===== config.mk =====
export PLATFORM = sky130hd
export DESIGN_NAME = pcsfc_config
export DESIGN_NICKNAME = d
export VERILOG_FILES = /design/src/hdl/pcsfc_config.v /design/src/hdl/pcsfc_sync3.v
export VERILOG_INCLUDE_DIRS = /design/src /design/src/hdl
export SDC_FILE = /design/constraint.sdc
export NUM_CORES = 1
export LEC_CHECK = 0
export BUFFER_PORTS_ARGS = -buffer_cell sky130_fd_sc_hd__clkbuf_2
export CORE_MARGIN = 3
export CORE_UTILIZATION = 50
export CTS_CLUSTER_DIAMETER = 80
export DETAILED_ROUTE_END_ITERATION = 10
export PLACE_DENSITY = 0.75
export SYNTH_ARGS = -nofsm -noshare
export SYNTH_HDL_FRONTEND = slang
export SYNTH_HIERARCHICAL = 1
export SYNTH_SLANG_ARGS = --single-unit

===== constraint.sdc =====
create_clock -name aclk -period 2.48 [get_ports aclk]
set_input_delay 0 -clock aclk [delete_from_list [all_inputs] [get_ports aclk]]
set_output_delay 0 -clock aclk [all_outputs]
set_load 0.02 [all_outputs]

===== src/hdl/pcsfc_defines.vh =====
// Constants for the coding-sublayer and interface-mode configuration bank.
// Assumes a 40 MHz aclk; included by every file of the block except the synchroniser and the reference source.
`ifndef PCSFC_DEFINES_VH
`define PCSFC_DEFINES_VH

// Printed register indices; byte address is four times the index
`define PCSFC_IDX_PCS_CONFIG 8'h16
`define PCSFC_IDX_IFMODE 8'h17
`define PCSFC_IDX_STATUS 8'h18

// Coding-sublayer register field positions
`define PCSFC_B_DESC_EXT 7
`define PCSFC_B_FIBER 6
`define PCSFC_B_FORCE_LINK 5
`define PCSFC_B_RSVD4 4
`define PCSFC_B_FEFI 3
`define PCSFC_B_NRZI 2
`define PCSFC_B_SCRAM 1
`define PCSFC_B_DESCRAM 0

// Interface-mode register field positions
`define PCSFC_B_IF_RSVD15 15
`define PCSFC_B_RMII_MASTER 14

// Reset values of the non-strap bits
`define PCSFC_RST_DESC_EXT 1'b0
`define PCSFC_RST_FORCE_LINK 1'b0
`define PCSFC_RST_NRZI 1'b0
`define PCSFC_RST_IF_RSVD15 1'b0

// Timing: clock period and descrambler timeouts in ns
`define PCSFC_CLK_NS 25
`define PCSFC_DESC_LONG_NS 2000000
`define PCSFC_DESC_SHORT_NS 722000

// Cycles after reset release before straps are loaded
`define PCSFC_STRAP_SETTLE 3'h5
// Aclk cycles without a reference edge before it counts as stopped
`define PCSFC_REF_STALL 8'h40

// AXI responses
`define PCSFC_RESP_OKAY 2'h0
`define PCSFC_RESP_SLVERR 2'h2

`endif


===== src/hdl/pcsfc_config.v =====
// Coding-sublayer and interface-mode configuration bank with AXI4-Lite access.
// Assumes straps, the force-link input and the reference clock are asynchronous
// pins; the descrambler lock-refresh pulse comes from logic on aclk.
//
// Functional notes
// RULE1: Timeout 2 ms if extended, else 722 us.
// RULE2: Fiber enable loads from strap, then software-writable.
// RULE3: Software issues soft reset after changing fiber mode.
// RULE4: Forced fast link is register bit OR input.
// RULE5: Reserved bit 4 ignores writes, reads zero.
// RULE6: Far-end fault enable loads from fiber strap.
// RULE7: NRZI bypass bit skips NRZI coding, default off.
// RULE8: Scrambler skip loads from fiber strap.
// RULE9: Descrambler skip loads from fiber strap.
// RULE10: Master uses 25 MHz ref, else 50 MHz.
// RULE11: Software changes master selection by strap only; the code also lets writes to interface bit 14 change it.
// RULE12: Software writes zero to interface reserved bit 15.
// RULE13: Straps captured after reset release, then writable.
`include "pcsfc_defines.vh"
`default_nettype none

module pcsfc_config #(
  parameter DESC_LONG_CYC = `PCSFC_DESC_LONG_NS / `PCSFC_CLK_NS,
  parameter DESC_SHORT_CYC = `PCSFC_DESC_SHORT_NS / `PCSFC_CLK_NS
) (
  input wire aclk,
  input wire aresetn,
  input wire [31:0] s_axi_awaddr,
  input wire s_axi_awvalid,
  output wire s_axi_awready,
  input wire [31:0] s_axi_wdata,
  input wire [3:0] s_axi_wstrb,
  input wire s_axi_wvalid,
  output wire s_axi_wready,
  output wire [1:0] s_axi_bresp,
  output wire s_axi_bvalid,
  input wire s_axi_bready,
  input wire [31:0] s_axi_araddr,
  input wire s_axi_arvalid,
  output wire s_axi_arready,
  output wire [31:0] s_axi_rdata,
  output wire [1:0] s_axi_rresp,
  output wire s_axi_rvalid,
  input wire s_axi_rready,
  input wire fiber_strap,
  input wire rmii_master_strap,
  input wire external_force_fast_link,
  input wire ref_clk_in,
  input wire rx_lock_refresh,
  output wire descrambler_timeout_extend,
  output wire fiber_mode_enable,
  output wire force_fast_link,
  output wire far_end_fault_enable,
  output wire nrzi_bypass,
  output wire tx_scrambler_skip,
  output wire rx_descrambler_skip,
  output wire rmii_master,
  output wire rx_sync_lost
);

  // Register select codes
  localparam [1:0] SEL_NONE = 2'h0;
  localparam [1:0] SEL_PCS = 2'h1;
  localparam [1:0] SEL_IFM = 2'h2;
  localparam [1:0] SEL_STAT = 2'h3;
  // Decode a byte address into a register select; low two bits ignored
  function [1:0] reg_sel;
    input [31:0] addr;
    begin
      if (addr[31:2] == {22'h0, `PCSFC_IDX_PCS_CONFIG}) begin
        reg_sel = SEL_PCS;
      end else if (addr[31:2] == {22'h0, `PCSFC_IDX_IFMODE}) begin
        reg_sel = SEL_IFM;
      end else if (addr[31:2] == {22'h0, `PCSFC_IDX_STATUS}) begin
        reg_sel = SEL_STAT;
      end else begin
        reg_sel = SEL_NONE;
      end
    end
  endfunction
  // Merge write data into an 8-bit lane under its strobe
  function [7:0] lane_merge;
    input [7:0] old_val;
    input [7:0] new_val;
    input strobe;
    begin
      lane_merge = strobe ? new_val : old_val;
    end
  endfunction
  // Synchronised pins; a pin change counts once stages two and three agree
  wire fiber_strap_s;
  wire master_strap_s;
  wire force_in_s;
  wire ref_clk_s;
  pcsfc_sync3 u_sync_fiber (.aclk(aclk), .aresetn(aresetn), .pin_in(fiber_strap), .level_out(fiber_strap_s));
  pcsfc_sync3 u_sync_master (.aclk(aclk), .aresetn(aresetn), .pin_in(rmii_master_strap),
    .level_out(master_strap_s));
  pcsfc_sync3 u_sync_force (.aclk(aclk), .aresetn(aresetn), .pin_in(external_force_fast_link),
    .level_out(force_in_s));
  pcsfc_sync3 u_sync_ref (.aclk(aclk), .aresetn(aresetn), .pin_in(ref_clk_in), .level_out(ref_clk_s));

  // Bus state
  reg aw_hold_ff;
  reg [31:0] aw_addr_ff;
  reg w_hold_ff;
  reg [31:0] w_data_ff;
  reg [3:0] w_strb_ff;
  reg awready_ff;
  reg wready_ff;
  reg bvalid_ff;
  reg [1:0] bresp_ff;
  reg arready_ff;
  reg rvalid_ff;
  reg [31:0] rdata_ff;
  reg [1:0] rresp_ff;
  // Configuration state
  reg [7:0] pcs_ff;
  reg if_rsvd15_ff;
  reg master_ff;
  reg force_link_ff;
  reg [2:0] settle_ff;
  reg [16:0] desc_cnt_ff;
  reg lock_ff;
  reg sync_lost_ff;
  reg ref_prev_ff;
  reg [7:0] ref_gap_ff;
  reg [7:0] ref_period_ff;
  reg ref_active_ff;
  reg nxt_aw_hold;
  reg nxt_w_hold;
  reg nxt_bvalid;
  reg nxt_rvalid;
  reg [31:0] rd_word;
  reg rd_ok;
  wire aw_take = s_axi_awvalid && awready_ff;
  wire w_take = s_axi_wvalid && wready_ff;
  wire ar_take = s_axi_arvalid && arready_ff;
  wire wr_go = aw_hold_ff && w_hold_ff && !bvalid_ff;
  wire [1:0] wr_sel = reg_sel(aw_addr_ff);
  wire [1:0] rd_sel = reg_sel(s_axi_araddr);
  wire strap_load = (settle_ff == 3'h1);
  wire [16:0] desc_limit = pcs_ff[`PCSFC_B_DESC_EXT] ? DESC_LONG_CYC[16:0] : DESC_SHORT_CYC[16:0];
  wire ref_rise = ref_clk_s && !ref_prev_ff;
  // Handshake next state: a held address or data waits for its partner
  always @* begin
    nxt_aw_hold = aw_hold_ff;
    nxt_w_hold = w_hold_ff;
    nxt_bvalid = bvalid_ff;
    nxt_rvalid = rvalid_ff;
    if (aw_take) begin
      nxt_aw_hold = 1'b1;
    end
    if (w_take) begin
      nxt_w_hold = 1'b1;
    end
    if (wr_go) begin
      nxt_aw_hold = 1'b0;
      nxt_w_hold = 1'b0;
      nxt_bvalid = 1'b1;
    end else if (bvalid_ff && s_axi_bready) begin
      nxt_bvalid = 1'b0;
    end
    if (ar_take) begin
      nxt_rvalid = 1'b1;
    end else if (rvalid_ff && s_axi_rready) begin
      nxt_rvalid = 1'b0;
    end
  end
  // Write channel registers; one write in flight at a time
  always @(posedge aclk) begin
    if (!aresetn) begin
      aw_hold_ff <= 1'b0;
      aw_addr_ff <= 32'h0;
      w_hold_ff <= 1'b0;
      w_data_ff <= 32'h0;
      w_strb_ff <= 4'h0;
      awready_ff <= 1'b0;
      wready_ff <= 1'b0;
      bvalid_ff <= 1'b0;
      bresp_ff <= `PCSFC_RESP_OKAY;
    end else begin
      aw_hold_ff <= nxt_aw_hold;
      w_hold_ff <= nxt_w_hold;
      bvalid_ff <= nxt_bvalid;
      awready_ff <= !nxt_aw_hold && !nxt_bvalid;
      wready_ff <= !nxt_w_hold && !nxt_bvalid;
      if (aw_take) begin
        aw_addr_ff <= s_axi_awaddr;
      end
      if (w_take) begin
        w_data_ff <= s_axi_wdata;
        w_strb_ff <= s_axi_wstrb;
      end
      if (wr_go) begin
        bresp_ff <= (wr_sel == SEL_PCS || wr_sel == SEL_IFM) ? `PCSFC_RESP_OKAY : `PCSFC_RESP_SLVERR;
      end
    end
  end
  // Read mux; status register is read-only, unmapped reads give zero
  always @* begin
    rd_word = 32'h0;
    rd_ok = 1'b1;
    case (rd_sel)
      SEL_PCS: begin
        rd_word[7:0] = pcs_ff & ~(8'h1 << `PCSFC_B_RSVD4); // RULE5
      end
      SEL_IFM: begin
        rd_word[`PCSFC_B_IF_RSVD15] = if_rsvd15_ff;
        rd_word[`PCSFC_B_RMII_MASTER] = master_ff;
      end
      SEL_STAT: begin
        rd_word[0] = lock_ff;
        rd_word[1] = ref_active_ff;
        rd_word[2] = force_link_ff;
        rd_word[15:8] = ref_period_ff;
      end
      default: begin
        rd_ok = 1'b0;
      end
    endcase
  end
  // Read channel: data is captured when the address is taken
  always @(posedge aclk) begin
    if (!aresetn) begin
      arready_ff <= 1'b0;
      rvalid_ff <= 1'b0;
      rdata_ff <= 32'h0;
      rresp_ff <= `PCSFC_RESP_OKAY;
    end else begin
      rvalid_ff <= nxt_rvalid;
      arready_ff <= !nxt_rvalid;
      if (ar_take) begin
        rdata_ff <= rd_word;
        rresp_ff <= rd_ok ? `PCSFC_RESP_OKAY : `PCSFC_RESP_SLVERR;
      end
    end
  end
  // Configuration bits; the strap load wins over a write in the same cycle,
  // so a write landing in the strap-load cycle is dropped whole, though it still answers OKAY
  always @(posedge aclk) begin
    if (!aresetn) begin
      pcs_ff <= {`PCSFC_RST_DESC_EXT, 1'b0, `PCSFC_RST_FORCE_LINK, 1'b0, 1'b0, `PCSFC_RST_NRZI, 1'b0, 1'b0};
      if_rsvd15_ff <= `PCSFC_RST_IF_RSVD15;
      master_ff <= 1'b0;
      settle_ff <= `PCSFC_STRAP_SETTLE;
    end else begin
      if (settle_ff != 3'h0) begin
        settle_ff <= settle_ff - 3'h1;
      end
      if (strap_load) begin
        pcs_ff[`PCSFC_B_FIBER] <= fiber_strap_s; // RULE2 RULE13
        pcs_ff[`PCSFC_B_FEFI] <= fiber_strap_s; // RULE6
        pcs_ff[`PCSFC_B_SCRAM] <= fiber_strap_s; // RULE8
        pcs_ff[`PCSFC_B_DESCRAM] <= fiber_strap_s; // RULE9
        master_ff <= master_strap_s; // RULE10 RULE13
      end else if (wr_go && wr_sel == SEL_PCS) begin
        pcs_ff <= lane_merge(pcs_ff, w_data_ff[7:0], w_strb_ff[0]) & ~(8'h1 << `PCSFC_B_RSVD4); // RULE5
      end else if (wr_go && wr_sel == SEL_IFM && w_strb_ff[1]) begin
        if_rsvd15_ff <= w_data_ff[`PCSFC_B_IF_RSVD15];
        master_ff <= w_data_ff[`PCSFC_B_RMII_MASTER]; // RULE10
      end
    end
  end

  // Forced link follows either source; registered so the output is a flop
  always @(posedge aclk) begin
    if (!aresetn) begin
      force_link_ff <= 1'b0;
    end else begin
      force_link_ff <= pcs_ff[`PCSFC_B_FORCE_LINK] | force_in_s; // RULE4
    end
  end

  // Descrambler lock timer; the long limit tolerates jumbo frames
  always @(posedge aclk) begin
    if (!aresetn) begin
      desc_cnt_ff <= 17'h0;
      lock_ff <= 1'b0;
      sync_lost_ff <= 1'b0;
    end else begin
      sync_lost_ff <= 1'b0;
      if (rx_lock_refresh) begin
        desc_cnt_ff <= 17'h0;
        lock_ff <= 1'b1;
      end else if (lock_ff) begin
        if (desc_cnt_ff >= desc_limit - 17'h1) begin // RULE1
          desc_cnt_ff <= 17'h0;
          lock_ff <= 1'b0;
          sync_lost_ff <= 1'b1;
        end else begin
          desc_cnt_ff <= desc_cnt_ff + 17'h1;
        end
      end
    end
  end

  // Reference clock monitor: period in aclk cycles, and activity flag.
  // At 40 MHz only a slow bench reference can be measured exactly.
  always @(posedge aclk) begin
    if (!aresetn) begin
      ref_prev_ff <= 1'b0;
      ref_gap_ff <= 8'h0;
      ref_period_ff <= 8'h0;
      ref_active_ff <= 1'b0;
    end else begin
      ref_prev_ff <= ref_clk_s;
      if (ref_rise) begin
        ref_period_ff <= ref_gap_ff + 8'h1;
        ref_gap_ff <= 8'h0;
        ref_active_ff <= 1'b1;
      end else if (ref_gap_ff == `PCSFC_REF_STALL) begin
        ref_active_ff <= 1'b0;
      end else begin
        ref_gap_ff <= ref_gap_ff + 8'h1;
      end
    end
  end

  assign s_axi_awready = awready_ff;
  assign s_axi_wready = wready_ff;
  assign s_axi_bvalid = bvalid_ff;
  assign s_axi_bresp = bresp_ff;
  assign s_axi_arready = arready_ff;
  assign s_axi_rvalid = rvalid_ff;
  assign s_axi_rdata = rdata_ff;
  assign s_axi_rresp = rresp_ff;
  assign descrambler_timeout_extend = pcs_ff[`PCSFC_B_DESC_EXT]; // RULE1
  assign fiber_mode_enable = pcs_ff[`PCSFC_B_FIBER];
  assign force_fast_link = force_link_ff;
  assign far_end_fault_enable = pcs_ff[`PCSFC_B_FEFI];
  assign nrzi_bypass = pcs_ff[`PCSFC_B_NRZI]; // RULE7
  assign tx_scrambler_skip = pcs_ff[`PCSFC_B_SCRAM];
  assign rx_descrambler_skip = pcs_ff[`PCSFC_B_DESCRAM];
  assign rmii_master = master_ff;
  assign rx_sync_lost = sync_lost_ff;

endmodule // pcsfc_config

`default_nettype wire


===== src/hdl/pcsfc_sync3.v =====
// Three-stage synchroniser for a pin or foreign-clock level.
// Assumes a level that is stable for several aclk cycles per change.
`default_nettype none

module pcsfc_sync3 (
  input wire aclk,
  input wire aresetn,
  input wire pin_in,
  output wire level_out
);

  reg stage1_ff;
  reg stage2_ff;
  reg stage3_ff;
  reg level_ff;

  // First stage feeds only the second; change accepted when 2 and 3 agree
  always @(posedge aclk) begin
    if (!aresetn) begin
      stage1_ff <= 1'b0;
      stage2_ff <= 1'b0;
      stage3_ff <= 1'b0;
      level_ff <= 1'b0;
    end else begin
      stage1_ff <= pin_in;
      stage2_ff <= stage1_ff;
      stage3_ff <= stage2_ff;
      if (stage2_ff == stage3_ff) begin
        level_ff <= stage3_ff;
      end
    end
  end

  assign level_out = level_ff;

endmodule // pcsfc_sync3

`default_nettype wire


# Yosys cells after proc, flatten, opt, wreduce, memory -nomap -nowiden
# Index checks and enable logic that the tools add are counted.
# totals
regBits	143
in_bits	112
out_inout_bits	50
wordCells	140
# op_classes
addsub	4
magnitude_cmp	1
n_eq_ne	18
muxes	37
n_bitwise	5
n_reduce_logical	33
# ops
op	count
$eq 30x5->1 const B	6
$mux 17	2
$mux 1	20
$mux 2	9
$add 17x1->17 const B	1
$ge 17x17->1	1
$sub 17x1->17 const B	1
$mux 7	2
$logic_and 1x1->1	13
$add 8x1->8 const B	1
$eq 8x7->1 const B	1
$reduce_bool 2->1	4
$eq 2x2->1 const B	3
$logic_not 1->1	6
$mux 6	1
$pmux 3 s2	1
$reduce_and 3->1	2
$reduce_or 3->1	2
$mux 5	1
$eq 1x1->1	4
$eq 2x1->1 const B	2
$not 1->1	4
$pmux 2 s2	1
$reduce_and 2->1	2
7 further kinds	8

# Depth between registers and ports, before layout
# Gate-level depths: netlist of run 1.
# logic_depth
ltp_word	10
depth_mapped	9
depth_no_buf	9

# Hierarchy
# Netlist of run 1, hierarchy kept.
# by_module_without_submodules
mod	instances	cells_each	area_per_inst_um2	seq_area_each_um2
pcsfc_config	1	576	5064.9	2302.2
pcsfc_sync3	4	10	116.4	80.1

# Worst setup path after synthesis of run 1
# OpenSTA, ideal clock, no wires.
# synth_timing
kind	register -> register
startpoint	register pcs_ff[7]
endpoint	register desc_cnt_ff[0]
setup_ns	0.064
arrival_time_ns	2.155
required_time_ns	2.416
setup_slack_ns	0.260
stages_incl_launch_ff	9
n_path_buf	1
synth_period_minus_slack_ns	2.220
path_cell_list	dfxtp_1 > inv_1 > ha_1 > a21o_1 > a311o_1 > a221oi_2 > a211oi_2 > buf_2 > nor2_1
# synth_between
elab_chain_len	4
# synth_rtl
element	line_no	rtl
start: declaration	pcsfc_config.v:117	reg [7:0] pcs_ff;
start signal: assignment	pcsfc_config.v:242	pcs_ff <= {`PCSFC_RST_DESC_EXT, 1'b0, `PCSFC_RST_FORCE_LINK, 1'b0, 1'b0, `PCSFC_RST_NRZI, 1'b0, 1'b0};
start signal: indexed assignment	pcsfc_config.v:251	pcs_ff[`PCSFC_B_FIBER] <= fiber_strap_s;
start signal: indexed assignment	pcsfc_config.v:252	pcs_ff[`PCSFC_B_FEFI] <= fiber_strap_s;
$mux 17	pcsfc_config.v:142	wire [16:0] desc_limit = pcs_ff[`PCSFC_B_DESC_EXT] ? DESC_LONG_CYC[16:0] : DESC_SHORT_CYC[16:0];
$sub 17x1->17	pcsfc_config.v:286	if (desc_cnt_ff >= desc_limit - 17'h1) begin
$ge 17x17->1	pcsfc_config.v:286	
$mux 17	pcsfc_config.v:286	
end signal: assignment	pcsfc_config.v:291	desc_cnt_ff <= desc_cnt_ff + 17'h1;
end: declaration	pcsfc_config.v:122	reg [16:0] desc_cnt_ff;
# No other way between the ends.
# A chain may end at the register's enable or synchronous reset.

# Worst setup path after layout of run 1
# layout_timing
startpoint	register pcs_ff[7]
endpoint	register desc_cnt_ff[16]
# The elaborated chain is that of the path after synthesis.

==> metrics.txt, run 1 <==
status=finished clean; routed vias=4916; Worst Path Required=2850 ps; Net Sw Frac=22.78%; multi-input logic area=2700 µm²; min Tclk post-route=2284 ps; Post-Route Utilization=69.93%; Setup CP Type=reg -> reg; startpoint types=flip-flop; Synth Area in Adders=2.941%; largest family of logic cells by synthesized area=simple AND/OR/NAND/NOR gates; Clock Sinks=131; first-pass GRT wire length=22550 µm; drt initial violations=304; commonest non-fill, non-tap cells in the layout=131 x dfxtp_1, 126 x nand2_1, 113 x clkbuf_2; simple-gate share of the synthesized area=24.00%; register area=2623 µm²; multiplexer area fraction after synthesis=1.810%; final hold violation count=0; Port Buf Inserts=113; total of max-cap violations=0; n_diodes=0; fmax=437.8 MHz; design area=7381 µm²; final setup margin=196.1 ps; Synth top area share=47.42%; DR pass1 iterations=5; Max Slew Vio Count=0; total negative slack=0 ps; Async S/R FF share, synth=0%; postcts setup bufs=0; Seq/Total Area, Yosys=47.42%; GRT busiest layer=met2; synth top area cells=dfxtp_1 47%, nand2_1 8.6%, a21boi_0 6.1%; slew at the pin with the worst max-slew slack=967.0 ps; Clock Tree Buf Depth=2; flops & latches, synth=131; synth unique cells=54; Avg Cell Area, Syn=8.978 µm²; Crit. End Element=flip-flop; antenna violations before repair=0; Compound-Gate Fraction of Synth Area=14.73%; total gr overflow=0; slew margin rel.=35.38%; xor and xnor area share after synthesis=3.801%; Gate power share=8.8%; H-tree depth=4; M3 GR Usage=6.496%; pwr dens=731.9 nW/µm²; Peak VDD IR=375.1 µV; CTS tree=built; nets=911; die span in x=111.2 µm; critical hold path startpoint=s_axi_araddr[31]; Post-Route WL=13420 µm; RSZ-0062 raised after global routing=no; # IOs=162; crit path from=pcs_ff[7]; clk_lat worst skew=520 ps; FF-to-FF Start=pcs_ff[7]; pin count of the biggest net entering global routing=93; synthesized area=5530 µm²; wire per inst=14.36 µm; Cell Area, Placed=6145 µm²; gr usage total=22.21%; CP Max Fanout=16; Pwr Total=5.402 mW; cell taking the most area after synthesis=dfxtp_1; Seq pwr share=41.8%; Die ar.=12360 µm²; CTS clk-pin slew, worst paths=60 ps; leakage power=3.150 nW; share of cells above drive strength 1=20.53%; Detail Placement HPWL=8812 µm; met2 usage=37.19%; Tcrit/Tclk final=92.09%; vias in the first global route=4856; Place WS=3.575 ps; post-synthesis cell count=616; Yosys warning total=6; Post-synth EDFFs=0; Hold/Removal Path Class=in -> reg; Clock Root Buffer=clkbuf_8; # rows=37; post-route ant nets=0; die span in y=111.2 µm; Internal=4.171 mW; switching pwr=1.231 mW; final setup fails=0; ys flop type=dfxtp_1; area grow syn2layout=33.46%; Starting Density=52.39%; post-DR vias/cell=5.258; met1 Usage GRT=26.24%; commonest non-fill, non-tap cell in the layout=dfxtp_1; DRC=0; clock skew=8.592 ps; Core Area=10560 µm²; fraction of power consumed by the clock network=49.4%; Fillers=770; routability cong.=0.8486; CTS Buf Count=17; CP arrival=2650 ps
## registers in the layout (all words and copies together) (netlist names), 2 cells and up
| name | count |
|---|---|
| w_strb_ff | 2 |
| ref_gap_ff | 8 |
| desc_cnt_ff | 17 |
| s_axi_rdata | 15 |
| ref_period_ff | 8 |
| settle_ff | 3 |
| aw_addr_ff | 30 |
| w_data_ff | 9 |
| pcs_ff | 7 |
## critical path, stage by stage (launching register included)
cell and delay [ps]:
dfxtp_1 330, inv_1 90, ha_1 350, nand3_1 110, nor3_1 340, a221oi_2 160
a211oi_4 640, nor2_1 130
## Yosys cell counts, types with 7 or more instances
master and instances:
nand2b_1 9, nor2b_1 20, nand2_1 126, a21oi_1 7
mux2i_1 10, nor4_1 10, clkbuf_1 24, dfxtp_1 131
ha_1 13, xnor2_1 11, nor3_1 11, nand4_1 8
o211a_1 9, xor2_1 13, buf_4 19, and2_1 12
inv_1 7, nand3_1 17, a21boi_0 45, a32oi_1 10
nor2_1 41
## layer usage
metal  up-vias  wire, µm
met5         -         0
met1      2300      5692
met3        32       857
met4         0       386
li1       2414         -
met2       170      6488
## path summary, 6_finish.rpt
path / to / slack (ps) / cells past startpoint
max: desc_cnt_ff[16] / 200 / 7
min reg2reg: u_sync_master/stage2_ff / 430 / 1
min: s_axi_rdata[0] / 20 / 5
max reg2reg: desc_cnt_ff[16] / 200 / 7
## power by group through the flow
| stage | clock network, mW | registers (mW) | logic [mW] |
|---|---|---|---|
| floorplan | 0 | 2.29 | 0.266 |
| global route | 2.79 | 2.26 | 0.531 |
| detailed placement | 0 | 2.30 | 0.395 |
| global placement | 0 | 2.29 | 0.381 |
| CTS | 2.70 | 2.25 | 0.471 |
| finish | 2.67 | 2.26 | 0.476 |
## per-stage QoR
stage	cells	hold WS, ps
detailed placement	844	209.4
finish	935	20.98
global placement	844	208.7
global route	935	23.13
floorplan	634	108.5
CTS	935	3.100
## layout make-up
type	instances	share of cell area, %
Clock inverter	13	2.797
Timing Repair Buffer	181	16.58
Sequential cell	131	35.53
Inverter	7	0.3560
Multi-Input combinational cell	448	36.58
Clock buffer	19	5.848
Tap cell	136	2.305
## timing repair
item | 4_1_cts | 5_1_grt
resized for setup | 1 | 0
hold buffers | 59 | 0
hold endpoints to repair | 62 | 0
setup endpoints to repair | 9 | 0
## logic make-up after synthesis
family | after synthesis
XOR/XNOR | 24
flip-flops | 131
adder cells (fa/ha/maj) | 13
AND/OR/NAND/NOR | 277
other | 1
multiplexers | 10
buffers and inverters | 55
AO/OA/AOI/OAI | 105
Power figures use the tool's default switching activity.
==> inputs of run 2 (changes only) <==
MAX_ROUTING_LAYER = met4   (was not set)
==> run 2 against run 1 <==
First-iteration DRC count is 13% higher. Register-to-register slack hardly changed. Clock power hardly changed. Critical path type unchanged. Largest cell class unchanged. Highest routed layer unchanged.
==> metrics.txt, run 2 (synthesis gave the netlist of run 1 again) <==
Die ar.=12360 µm² (unchanged); first-pass GRT wire length=22530 µm (was 22550 µm); CTS tree=built (unchanged); final hold violation count=0 (unchanged); leakage power=3.150 nW (unchanged); Hold EP=s_axi_rdata[0] (unchanged); post-DR vias/cell=5.271 (was 5.258); area grow syn2layout=33.51% (was 33.46%); Seq pwr share=41.7% (was 41.8%); slew at the pin with the worst max-slew slack=972.6 ps (was 967.0 ps); Net Sw Frac=22.78% (about the same); FF-to-FF Start=pcs_ff[7] (unchanged); Peak VDD IR=374.7 µV (was 375.1 µV); Largest Register=aw_addr_ff (unchanged); Clock Sinks=131 (unchanged); min Tclk post-route=2287 ps (was 2284 ps); CP Max Fanout=16 (unchanged); # IOs=162 (unchanged); total of max-cap violations=0 (unchanged); postcts setup bufs=0 (unchanged); RSZ-0062 raised after global routing=no (unchanged); critical hold path startpoint=s_axi_araddr[31] (unchanged); max reg flops=30 (unchanged); Core Area=10560 µm² (unchanged); share of cells above drive strength 1=20.53% (unchanged); cell count of the worst hold path=5 (unchanged); drt initial violations=345 (was 304); Detail Placement HPWL=8812 µm (unchanged); pin count of the biggest net entering global routing=93 (unchanged); Crit. End Element=flip-flop (unchanged); nets=911 (unchanged); final setup fails=0 (unchanged); commonest non-fill, non-tap cells in the layout=131 x dfxtp_1, 126 x nand2_1, 113 x clkbuf_2 (unchanged); Post-Route Utilization=69.95% (was 69.93%); Internal=4.171 mW (about the same); Tcrit/Tclk final=92.22% (was 92.09%); Gate power share=8.8% (about the same); Post-Route WL=13450 µm (was 13420 µm); fraction of power consumed by the clock network=49.4% (about the same); DRC=0 (unchanged); CP arrival=2660 ps (was 2650 ps); CTS Buf Count=17 (unchanged); Clock Root Buffer=clkbuf_8 (unchanged); antenna violations before repair=0 (unchanged); die span in x=111.2 µm (unchanged); fmax=437.2 MHz (was 437.8 MHz); wire per inst=14.37 µm (was 14.36 µm); slew margin rel.=35.00% (was 35.38%); Port Buf Inserts=113 (unchanged); die span in y=111.2 µm (unchanged); R2R Path End=desc_cnt_ff[16] (unchanged); H-tree depth=4 (unchanged); Max Slew Vio Count=0 (unchanged); total negative slack=0 ps (unchanged); Clock Tree Buf Depth=2 (unchanged); routability cong.=0.8621 (was 0.8486); Hold/Removal Path Class=in -> reg (unchanged); Worst Path Required=2850 ps (about the same); pwr dens=731.6 nW/µm² (was 731.9 nW/µm²); FF-to-FF path depth=7 (unchanged); status=finished clean (unchanged); Fillers=770 (unchanged); clock skew=8.306 ps (was 8.592 ps); Starting Density=52.39% (unchanged); total gr overflow=0 (unchanged); post-route ant nets=0 (unchanged); startpoint types=flip-flop (unchanged); gr usage total=22.82% (was 22.21%); CTS clk-pin slew, worst paths=60 ps (about the same); clk_lat worst skew=520 ps (about the same); switching pwr=1.231 mW (about the same); Setup CP Type=reg -> reg (unchanged); vias in the first global route=4877 (was 4856); commonest non-fill, non-tap cell in the layout=dfxtp_1 (unchanged); register-to-register setup slack=190 ps (was 200 ps); routed vias=4934 (was 4916); DR pass1 iterations=5 (unchanged); # rows=37 (unchanged)
## run 2: cell types whose count changed in the layout (fill, tap and decap cells not counted), sizes merged
cell	previous run	this run
diode	0	1
## run 2: worst max-delay path: stages (launching register included)
cell      delay [ps]
dfxtp_1          330
inv_1             90
ha_1             340
nand3_1          110
nor3_1           330
a221oi_2         160
a211oi_4         650
nor2_1           130
## run 2: metrics by stage
stage                     instances  area (µm²)  worst slack [ps]  hold WS, ps  total power [mW]
after global routing            935        7381             12.47        21.84             5.585
final                           936        7383             192.9        20.38             5.402
after floorplan                 634        5598             260.4        108.5             2.560
after CTS                       935        7381             228.1        3.100             5.424
after detailed placement        844        6145             3.575        209.4             2.692
after global placement          844        6145             157.2        208.7             2.674
## run 2: layout make-up
cell class                 instances  area, µm²  share of cell area, %
multi-input combinational        448       2700                  36.57
sequential                       131       2623                  35.52
timing repair buffer             181       1224                  16.57
clock buffer                      19      431.7                  5.846
clock inverter                    13      206.4                  2.796
tap                              136      170.2                  2.305
inverter                           7      26.28                 0.3559
antenna                            1      2.502                0.03389
## run 2: how the worst max path moves through the flow
stage | from | end | slack [ps] | depth (start not counted)
2_1_floorplan | pcs_ff[7] | desc_cnt_ff[0] | 260 | 8
3_3_place_gp | pcs_ff[7] | desc_cnt_ff[0] | 160 | 7
3_5_place_dp | pcs_ff[7] | desc_cnt_ff[5] | 4 | 7
4_1_cts | pcs_ff[7] | desc_cnt_ff[16] | 230 | 7
5_1_grt | pcs_ff[7] | desc_cnt_ff[16] | 10 | 7
6_report | pcs_ff[7] | desc_cnt_ff[16] | 190 | 7
## run 2: layer usage
| metal | vias to the layer above | global-route usage [%] | share of wire (%) |
|---|---|---|---|
| li1 | 2417 | - | - |
| met1 | 2284 | 26.31 | 42 |
| met2 | 198 | 37.23 | 48 |
| met3 | 35 | 6.223 | 6.2 |
| met4 | 0 | 10.14 | 3.0 |
| met5 | - | - | 0 |
## run 2: what timing repair did
item | 4_1_cts | 5_1_grt
hold buffers | 59 | 0
endpoints found under the setup margin | 9 | 0
gates resized for setup | 1 | 0
endpoints found under the hold margin | 62 | 0
## run 2: power groups by stage
stage                     Sequential (mW)  Clock [mW]  Combinational, mW
after floorplan                      2.29           0              0.266
after global placement               2.29           0              0.381
after detailed placement             2.30           0              0.395
after CTS                            2.25        2.70              0.471
after global routing                 2.26        2.79              0.531
final                                2.26        2.67              0.476
